**config.mk**
```make
export PLATFORM = sky130hd
export DESIGN_NAME = stc_clock_fault_output
export DESIGN_NICKNAME = d
export VERILOG_FILES = /design/src/common/stc_pkg.sv /design/src/common/stc_tick_if.sv /design/src/core/stc_clk_sel.sv /design/src/core/stc_step_gen.sv /design/src/core/stc_clock_fault_output.sv
export SDC_FILE = /design/constraint.sdc
export NUM_CORES = 1
export LEC_CHECK = 0
export ABC_CLOCK_PERIOD_IN_PS = 5980
export BUFFER_PORTS_ARGS = -buffer_cell sky130_fd_sc_hd__buf_2
export CAP_MARGIN = 15
export CORE_ASPECT_RATIO = 0.7
export CORE_UTILIZATION = 58
export CTS_CLUSTER_DIAMETER = 30
export DETAILED_ROUTE_END_ITERATION = 6
export PLACE_DENSITY = 0.81
export SYNTH_ARGS = -nofsm -noshare
export SYNTH_HDL_FRONTEND = slang
export SYNTH_SLANG_ARGS = --single-unit
```
**constraint.sdc**
```tcl
create_clock -name clock -period 5.98 [get_ports clock]
set_input_delay 1.196 -clock clock [delete_from_list [all_inputs] [get_ports clock]]
set_output_delay 1.196 -clock clock [all_outputs]
set_load 0.03 [all_outputs]
```
**src/common/stc_pkg.sv**
```systemverilog
// Shared constants and types of the stepper clock select and diagnostic block
package stc_pkg;

	////////////////////////////////////////////////////////////////////////
	// Clock figures
	localparam int CLK_HZ = 10_000_000;
	localparam int OSC_HZ = 12_000_000;
	// Oscillator is faster than the system clock: one tick per cycle
	localparam int OSC_DIV = (CLK_HZ >= OSC_HZ) ? CLK_HZ / OSC_HZ : 1;
	// Fallback timeout in internal oscillator ticks
	localparam int EXT_TIMEOUT = 32;

	////////////////////////////////////////////////////////////////////////
	// Register byte addresses
	localparam logic [7:0] ADDR_CTRL = 8'h00;
	localparam logic [7:0] ADDR_VEL = 8'h04;
	localparam logic [7:0] ADDR_STAT = 8'h08;
	localparam logic [7:0] ADDR_MASK = 8'h0c;
	localparam logic [7:0] ADDR_STATE = 8'h10;

	////////////////////////////////////////////////////////////////////////
	// Field positions and widths
	localparam int CTRL_W = 2;
	localparam int CTRL_IDX_STEP = 0;
	localparam int CTRL_GEN_EN = 1;
	localparam int VEL_W = 24;
	localparam int USTEP_W = 10;
	localparam int STAT_W = 5;
	localparam int ST_OLA = 0;
	localparam int ST_OLB = 1;
	localparam int ST_FAULT = 2;
	localparam int ST_EXT_ON = 3;
	localparam int ST_EXT_OFF = 4;
	localparam int SV_USTEP = 0;
	localparam int SV_FAULT = 10;
	localparam int SV_OLA = 11;
	localparam int SV_OLB = 12;
	localparam int SV_EXT = 13;

	////////////////////////////////////////////////////////////////////////
	// Values after reset
	localparam logic [CTRL_W-1:0] CTRL_RST = 2'h0;
	localparam logic [VEL_W-1:0] VEL_RST = 24'h000000;
	localparam logic [STAT_W-1:0] MASK_RST = 5'h00;
	localparam logic [USTEP_W-1:0] USTEP_RST = 10'h000;

	// Selected timing reference
	typedef enum logic {STC_CLK_INT, STC_CLK_EXT} stc_clk_t;

endpackage

```
**src/common/stc_tick_if.sv**
```systemverilog
// Timing reference carried from the clock selector to its users
`timescale 1ns/10ps
interface stc_tick_if;
	logic refTick;
	logic extActive;
	logic switchOn;
	logic switchOff;
	modport src (output refTick, output extActive, output switchOn,
		output switchOff);
	modport snk (input refTick, input extActive, input switchOn,
		input switchOff);
endinterface // stc_tick_if

```
**src/core/stc_clk_sel.sv**
```systemverilog
// Internal oscillator or external clock pin as timing reference
`timescale 1ns/10ps
module stc_clk_sel #(
	parameter int DIV = stc_pkg::OSC_DIV,
	parameter int TIMEOUT = stc_pkg::EXT_TIMEOUT
) (
	input wire logic clock,
	input wire logic arst_n,
	input wire logic extClk,
	stc_tick_if.src tick
);
	typedef struct packed {
		stc_pkg::stc_clk_t mode;
		logic prevPin;
		logic [7:0] divCnt;
		logic [7:0] idle;
		logic refTick;
		logic switchOn;
		logic switchOff;
	} stc_csel_t;

	stc_csel_t s_reg;
	stc_csel_t s_next;
	logic oscTick;
	logic rise;

	generate
		if (DIV < 1 || DIV > 256 || TIMEOUT < 1 || TIMEOUT > 255) begin : g_chk
			$error("stc_clk_sel: DIV or TIMEOUT out of range");
		end
	endgenerate

	////////////////////////////////////////////////////////////////////////
	// Pin edges are seen only up to half the system clock rate
	assign oscTick = (s_reg.divCnt == 8'(DIV - 1));
	assign rise = extClk & ~s_reg.prevPin;

	// Source selection and timeout
	always_comb begin
		s_next = s_reg;
		s_next.refTick = 1'b0;
		s_next.switchOn = 1'b0;
		s_next.switchOff = 1'b0;
		s_next.prevPin = extClk;
		s_next.divCnt = oscTick ? 8'h00 : s_reg.divCnt + 8'h01;
		case (s_reg.mode)
			stc_pkg::STC_CLK_INT: begin
				s_next.refTick = oscTick;
				if (rise) begin
					s_next.mode = stc_pkg::STC_CLK_EXT;
					s_next.idle = 8'h00;
					s_next.switchOn = 1'b1;
				end
			end
			default: begin
				s_next.refTick = rise;
				if (rise) begin
					s_next.idle = 8'h00;
				end else if (oscTick) begin
					if (s_reg.idle == 8'(TIMEOUT - 1)) begin
						s_next.mode = stc_pkg::STC_CLK_INT;
						s_next.switchOff = 1'b1;
					end else begin
						s_next.idle = s_reg.idle + 8'h01;
					end
				end
			end
		endcase
	end

	// State register
	always_ff @(posedge clock or negedge arst_n) begin
		if (!arst_n) begin
			s_reg <= '0;
		end else begin
			s_reg <= s_next;
		end
	end

	assign tick.refTick = s_reg.refTick;
	assign tick.extActive = (s_reg.mode == stc_pkg::STC_CLK_EXT);
	assign tick.switchOn = s_reg.switchOn;
	assign tick.switchOff = s_reg.switchOff;
endmodule // stc_clk_sel

```
**src/core/stc_step_gen.sv**
```systemverilog
// Internal step pulse generator and step input merge
`timescale 1ns/10ps
module stc_step_gen #(
	parameter int VW = stc_pkg::VEL_W
) (
	input wire logic clock,
	input wire logic arst_n,
	stc_tick_if.snk tick,
	input wire logic genEnable,
	input wire logic [VW-1:0] velocity,
	input wire logic extStep,
	input wire logic extDir,
	output logic stepPulse,
	output logic stepDir
);
	typedef struct packed {
		logic [VW-1:0] acc;
		logic step;
		logic dir;
	} stc_sgen_t;

	stc_sgen_t s_reg;
	stc_sgen_t s_next;
	logic [VW-1:0] mag;
	logic [VW:0] sum;

	generate
		if (VW < 2) begin : g_chk
			$error("stc_step_gen: velocity too narrow");
		end
	endgenerate

	////////////////////////////////////////////////////////////////////////
	// Phase accumulator; pin steps take precedence over generated ones
	assign mag = velocity[VW-1] ? VW'(-velocity) : velocity;
	assign sum = {1'b0, s_reg.acc} + {1'b0, mag};

	always_comb begin
		s_next = s_reg;
		s_next.step = 1'b0;
		if (extStep) begin
			s_next.step = 1'b1;
			s_next.dir = extDir;
		end else if (genEnable && tick.refTick) begin
			s_next.acc = sum[VW-1:0];
			if (sum[VW]) begin
				s_next.step = 1'b1;
				s_next.dir = ~velocity[VW-1];
			end
		end
	end

	// State register
	always_ff @(posedge clock or negedge arst_n) begin
		if (!arst_n) begin
			s_reg <= '0;
		end else begin
			s_reg <= s_next;
		end
	end

	assign stepPulse = s_reg.step;
	assign stepDir = s_reg.dir;
endmodule // stc_step_gen

```
**src/core/stc_clock_fault_output.sv**
```systemverilog
// Clock source select, open-load flags, fault and position marker outputs
//
// Design decisions made here: the register offsets and the plain strobed port.
`timescale 1ns/10ps

////////////////////////////////////////////////////////////////////////////
// Function
// A coil's open-load flag is set whenever its commanded current is missed.
// Open-load flags only inform and never change any driver behaviour.
// The host should judge open-load only after a long one-way move.
// The fault output is active exactly while the driver cannot work.
// By default the marker output shows microstep counter position zero.
// Software selects which function drives the marker output.
// In step mode the marker output toggles once per executed step.
// Reset loads defaults, some of them taken from one-time memory.
// With no clock edge seen the internal oscillator is the reference.
// The first rising edge on the clock pin selects the external clock.
// After 32 oscillator ticks with no pin edge, fall back to internal.
// The selected clock paces every timing function, steps included.
// The host keeps its external clock within the recommended band.
// Fault stays active while a short or overheat holds a bridge off.
module stc_clock_fault_output #(
	parameter int VW = stc_pkg::VEL_W,
	parameter int UW = stc_pkg::USTEP_W
) (
	input wire logic clock,
	input wire logic arst_n,
	input wire logic [7:0] regAddr,
	input wire logic [31:0] regWdata,
	input wire logic regWrite,
	input wire logic regRead,
	output logic [31:0] regRdata,
	input wire logic extClk,
	input wire logic stepIn,
	input wire logic dirIn,
	input wire logic otpIndexStep,
	input wire logic coilAMiss,
	input wire logic coilBMiss,
	input wire logic shortA,
	input wire logic shortB,
	input wire logic overTemp,
	input wire logic underVolt,
	output logic faultOut,
	output logic indexOut,
	output logic irq
);
	typedef struct packed {
		logic [stc_pkg::CTRL_W-1:0] ctrl;
		logic [VW-1:0] vel;
		logic [stc_pkg::STAT_W-1:0] stat;
		logic [stc_pkg::STAT_W-1:0] mask;
		logic [UW-1:0] ustep;
		logic [31:0] rdata;
		logic olA;
		logic olB;
		logic fault;
		logic index;
		logic irq;
		logic otpDone;
	} stc_top_t;

	stc_top_t s_reg;
	stc_top_t s_next;
	stc_tick_if tick ();
	logic stepPulse;
	logic stepDir;
	logic faultCause;
	logic [stc_pkg::STAT_W-1:0] events;
	logic [31:0] stateWord;

	generate
		if (VW < 2 || VW > 32 || UW < 2 || UW > 10) begin : g_chk
			$error("stc_clock_fault_output: width parameter out of range");
		end
	endgenerate

	////////////////////////////////////////////////////////////////////////
	// Address match, shared by the write and read paths
	function automatic logic hit(input logic [7:0] a, input logic [7:0] o);
		hit = (a == o);
	endfunction

	////////////////////////////////////////////////////////////////////////
	// Timing reference selection
	stc_clk_sel u_clk_sel (
		.clock(clock),
		.arst_n(arst_n),
		.extClk(extClk),
		.tick(tick)
	);

	// Steps from the pin or from the generator paced by the reference
	stc_step_gen #(
		.VW(VW)
	) u_step_gen (
		.clock(clock),
		.arst_n(arst_n),
		.tick(tick),
		.genEnable(s_reg.ctrl[stc_pkg::CTRL_GEN_EN]),
		.velocity(s_reg.vel),
		.extStep(stepIn),
		.extDir(dirIn),
		.stepPulse(stepPulse),
		.stepDir(stepDir)
	);

	////////////////////////////////////////////////////////////////////////
	// Any condition that keeps a bridge off counts as a fault
	assign faultCause = shortA | shortB | overTemp | underVolt;

	// Event sources for the sticky status bits
	always_comb begin
		events = '0;
		events[stc_pkg::ST_OLA] = s_reg.olA;
		events[stc_pkg::ST_OLB] = s_reg.olB;
		events[stc_pkg::ST_FAULT] = s_reg.fault;
		events[stc_pkg::ST_EXT_ON] = tick.switchOn;
		events[stc_pkg::ST_EXT_OFF] = tick.switchOff;
	end

	// Live state word, upper bits read as zero
	always_comb begin
		stateWord = '0;
		stateWord[stc_pkg::SV_USTEP +: UW] = s_reg.ustep;
		stateWord[stc_pkg::SV_FAULT] = s_reg.fault;
		stateWord[stc_pkg::SV_OLA] = s_reg.olA;
		stateWord[stc_pkg::SV_OLB] = s_reg.olB;
		stateWord[stc_pkg::SV_EXT] = tick.extActive;
	end

	////////////////////////////////////////////////////////////////////////
	// Register access, diagnostics and marker output
	always_comb begin
		s_next = s_reg;
		s_next.rdata = '0;
		// One-time memory default caught on the first edge after reset
		if (!s_reg.otpDone) begin
			s_next.ctrl[stc_pkg::CTRL_IDX_STEP] = otpIndexStep;
			s_next.otpDone = 1'b1;
		end
		// Writes; status clears are write-one
		if (regWrite) begin
			if (hit(regAddr, stc_pkg::ADDR_CTRL)) begin
				s_next.ctrl = regWdata[stc_pkg::CTRL_W-1:0];
			end else if (hit(regAddr, stc_pkg::ADDR_VEL)) begin
				s_next.vel = regWdata[VW-1:0];
			end else if (hit(regAddr, stc_pkg::ADDR_STAT)) begin
				s_next.stat = s_reg.stat & ~regWdata[stc_pkg::STAT_W-1:0];
			end else if (hit(regAddr, stc_pkg::ADDR_MASK)) begin
				s_next.mask = regWdata[stc_pkg::STAT_W-1:0];
			end
		end
		// Reads answer one cycle later; unmapped reads give zero
		if (regRead) begin
			if (hit(regAddr, stc_pkg::ADDR_CTRL)) begin
				s_next.rdata = 32'(s_reg.ctrl);
			end else if (hit(regAddr, stc_pkg::ADDR_VEL)) begin
				s_next.rdata = 32'(s_reg.vel);
			end else if (hit(regAddr, stc_pkg::ADDR_STAT)) begin
				s_next.rdata = 32'(s_reg.stat);
			end else if (hit(regAddr, stc_pkg::ADDR_MASK)) begin
				s_next.rdata = 32'(s_reg.mask);
			end else if (hit(regAddr, stc_pkg::ADDR_STATE)) begin
				s_next.rdata = stateWord;
			end
		end
		// New events win over a clear in the same cycle
		s_next.stat = s_next.stat | events;
		// Flags track the current check; the open-load ones feed only the status bits and state word
		s_next.olA = coilAMiss;
		s_next.olB = coilBMiss;
		s_next.fault = faultCause;
		// Counter wraps both ways
		if (stepPulse) begin
			s_next.ustep = stepDir ? s_reg.ustep + UW'(1) :
				s_reg.ustep - UW'(1);
		end
		// Marker output: step toggle or zero position
		if (s_next.ctrl[stc_pkg::CTRL_IDX_STEP]) begin
			if (stepPulse) begin
				s_next.index = ~s_reg.index;
			end
		end else begin
			s_next.index = (s_next.ustep == '0);
		end
		s_next.irq = |(s_next.stat & s_next.mask);
	end

	// State register; control defaults until the memory load
	always_ff @(posedge clock or negedge arst_n) begin
		if (!arst_n) begin
			s_reg <= '0;
			s_reg.ctrl <= stc_pkg::CTRL_RST;
			s_reg.vel <= stc_pkg::VEL_RST;
			s_reg.mask <= stc_pkg::MASK_RST;
			s_reg.ustep <= stc_pkg::USTEP_RST;
			s_reg.index <= 1'b1;
		end else begin
			s_reg <= s_next;
		end
	end

	assign regRdata = s_reg.rdata;
	assign faultOut = s_reg.fault;
	assign indexOut = s_reg.index;
	assign irq = s_reg.irq;
endmodule // stc_clock_fault_output

```
==> metrics <==
status complete, no violations; share of the yosys chip area belonging to registers 42.4%; clock sinks 123; Max FO, Critical Path 6; Die Span X 136 um; share of the cycle needed by the critical path after routing 72.6%; core footprint 11900 um2; post-CTS setup buffers 0; wire length after detailed routing 17700 um; cell-by-cell trace of the critical path nor4_1 > nand3_1 > o31ai_1 > xnor2_1 > ha_1 > a21oi_1 > o21ai_0 > a21oi_1 > o21ai_0 > a31oi_1 > o21ai_0 > a311oi_1; share of post-route cells with drive strength above 1 19.0%; global-route wire length before repair 28700 um; number of buffers created by CTS 17; number of hold-repair buffers added at the cts stage 0; category of the critical setup timing path register to register; drt pass-1 iters 6; number of flip-flops under the largest register name 47; buffer type at the clock tree root clkbuf_16; per-instance average area after synthesis 9.71 um2; CTS H-tree lvls 4; Slowest cell on crit path nor4_1; CTS clk-pin slew, worst paths 0.06 ns; unrepaired setup endpoints after global routing no; xor/xnor cell area share of the yosys netlist 5.91%; routability-driven placement congestion ratio 0.933; Final Hold Vio Count 0; global router's overall resource usage 29.3%; Initial Utilization 60.8%; Pins Over Slew Limit 0; net count reported at finish 881; Clk network pwr share 36.3%; proportion of synthesized area in mux cells 5.36%; cell internal pwr 1.86 mW; Post-Synthesis Cell Area 7260 um2; TritonCTS clock tree built; total of max-cap violations 0; number of remaining DRC errors 0; via count of the first global-routing pass 5732; number of flops mapped to enable cells by yosys 0; Antenna Cells 0; number of vias in the routed layout 5921; highest clock frequency the design can meet 230 MHz; maximum ir drop on the vdd rail 0.242 mV; First DRT Iteration DRCs 563; largest family of logic cells by synthesized area compound AO/OA/AOI/OAI gates; P_sw 0.941 mW; number of instances resized during post-cts repair 0; relative contribution of sequential cells to total power 35.8%; post-layout minimum cycle time 4.34 ns; setup TNS after final layout 0 ns; number of placed I/O pins 89; largest net degree at the start of global routing 80; required arrival time at the worst endpoint 6.29 ns; delay of the slowest critical-path stage 0.77 ns; Clock Tree Buf Depth 2; number of setup violations in the final report 0; y dimension of the die 95.6 um; part of the power in combinational logic 27.9%; source-to-sink clock delay at the later pin of the worst-skew pair 0.42 ns; most repeated library cell on the critical path o21ai_0; worst hold-check path type register to register; Leak Pwr 3.81 nW; full die area 13000 um2; CP Data Arrival Time 4.65 ns; ratio of routed vias to standard cells 6.17; synthesized flop and latch total 123; sum of overflow across all layers after global routing 0; top-area cell type share of the netlist area 42.1%; area growth from synthesis to layout 11.7%; Post-Syn Instances 747; net switching share of the total power 33.6%; cell taking the most area after synthesis dfrtp_1; Crit. End Element register; pin slew with the least headroom to its limit 1.03 ns; routed wirelength normalized by instance count 18.5 um; simple-gate portion of the synthesized area 16.5%; area fraction in compound gates after synthesis 17.2%; Max-Slew Margin vs Limit 31.4%; top flip-flop cell by instance count after synthesis dfrtp_1; number of core rows 33; final core utilization 67.9%; Antenna Violating Nets Remaining 0; PwrDens 346 nW/um2; post-detail-place hpwl 12800 um; number of port buffers 72; adder and majority cell fraction of the synthesized area 6.76%; CP startpoint kind register; largest cells by area after synthesis dfrtp_1, ha_1, mux2_2; warnings from Yosys 0; Max Clock Skew 0.00645 ns; initial antenna violation count 0; post-synthesis cell type count 65; share of synthesized registers carrying an async set or reset 100%
## layout make-up
cell class	count	area (um2)
Clock buffer	17	425
Clock inverter	15	166
Timing Repair Buffer	74	378
Tap cell	157	196
Multi-Input combinational cell	556	3790
Inverter	17	63.8
Sequential cell	123	3080
Fill cell	932	3830
## through the flow
stage	instance area [um2]	total power [mW]	setup WS (ns)	hold WS (ns)	cells
after global placement	7510	1.72	2.03	0.443	927
after CTS	8100	2.79	1.75	0.460	959
after detailed placement	7510	1.77	1.94	0.446	927
after floorplan	7280	1.57	2.61	0.423	754
after global routing	8100	2.94	1.36	0.483	959
final	8100	2.80	1.64	0.460	959
## layer usage
metal  vias up  routed length, um  part of all wire, %  global-route usage (%)
met1      2857               8020                   45                    41.2
met4         0                245                  1.4                    9.36
met2       275               7940                   45                    44.6
met5         -                  0                    0                       0
met3        26               1510                  8.5                    6.80
li1       2763                  -                    -                       -
## cell usage in the layout, fill, tap and decap left out, types with 8 or more instances in the layout
| master | synthesis | layout |
|---|---|---|
| conb_1 | 2 | 9 |
| clkbuf_16 | 0 | 17 |
| o21a_1 | 9 | 9 |
| dfrtp_1 | 122 | 122 |
| o31ai_1 | 11 | 11 |
| o21ai_0 | 44 | 44 |
| and3_1 | 11 | 11 |
| mux2_2 | 31 | 31 |
| xor2_1 | 12 | 12 |
| inv_1 | 17 | 17 |
| buf_2 | 2 | 71 |
| a22oi_1 | 12 | 12 |
| xnor2_1 | 37 | 37 |
| ha_1 | 36 | 36 |
| nor4_1 | 8 | 8 |
| nor3_1 | 20 | 20 |
| nor2_1 | 48 | 48 |
| and2_1 | 9 | 9 |
| nand2_1 | 79 | 79 |
| a21oi_1 | 39 | 39 |
| nand3_1 | 18 | 18 |
| a21o_1 | 22 | 22 |
## logic make-up after synthesis
group,after synthesis
AND/OR/NAND/NOR,238
XOR/XNOR,49
other,2
adder cells (fa/ha/maj),38
AO/OA/AOI/OAI,187
flip-flops,123
multiplexers,35
buffers and inverters,75
## worst max-delay path: cells and delay by family, from the launching register on
family / cells / cell delay [ns]
AO/OA/AOI/OAI: 8 / 2.27
AND/OR/NAND/NOR: 2 / 0.98
flip-flops: 1 / 0.47
adder cells (fa/ha/maj): 1 / 0.33
XOR/XNOR: 1 / 0.19
## power by group through the flow
| stage | Sequential (mW) | Clock [mW] | Combinational, mW |
|---|---|---|---|
| after global placement | 1.01 | 0 | 0.716 |
| after floorplan | 0.980 | 0 | 0.590 |
| final | 1.00 | 1.02 | 0.783 |
| after global routing | 1.01 | 1.07 | 0.861 |
| after CTS | 1.00 | 1.03 | 0.767 |
| after detailed placement | 1.01 | 0 | 0.755 |
## Yosys cell counts (12+ instances only)
library cell / number
a22oi_1: 12
o21ai_0: 44
inv_1: 17
nand2_1: 79
dfrtp_1: 122
a21o_1: 22
buf_4: 35
mux2_2: 31
a21oi_1: 39
ha_1: 36
nand3_1: 18
nor2_1: 48
nor3_1: 20
xor2_1: 12
xnor2_1: 37
clkbuf_1: 20
## path summary, 6_finish.rpt
path                            depth (start not counted)                          startpoint                             end  slack (ns)
min in group asynchronous                               1                              arst_n   u_clk_sel.s_reg[15]$_DFF_PN0_        0.92
worst max-delay path                                   12               s_reg[63]$_DFFE_PN0P_  u_step_gen.stepDir$_DFFE_PN0P_        1.64
max in group asynchronous                               2                              arst_n            indexOut$_DFFE_PN1P_        3.90
worst max register to register                         12               s_reg[63]$_DFFE_PN0P_  u_step_gen.stepDir$_DFFE_PN0P_        1.64
worst min-delay path                                    1  u_clk_sel.tick.switchOff$_DFF_PN0_             s_reg[57]$_DFF_PN0_        0.46
worst min register to register                          1  u_clk_sel.tick.switchOff$_DFF_PN0_             s_reg[57]$_DFF_PN0_        0.46
(Power assumes the default switching activity.)
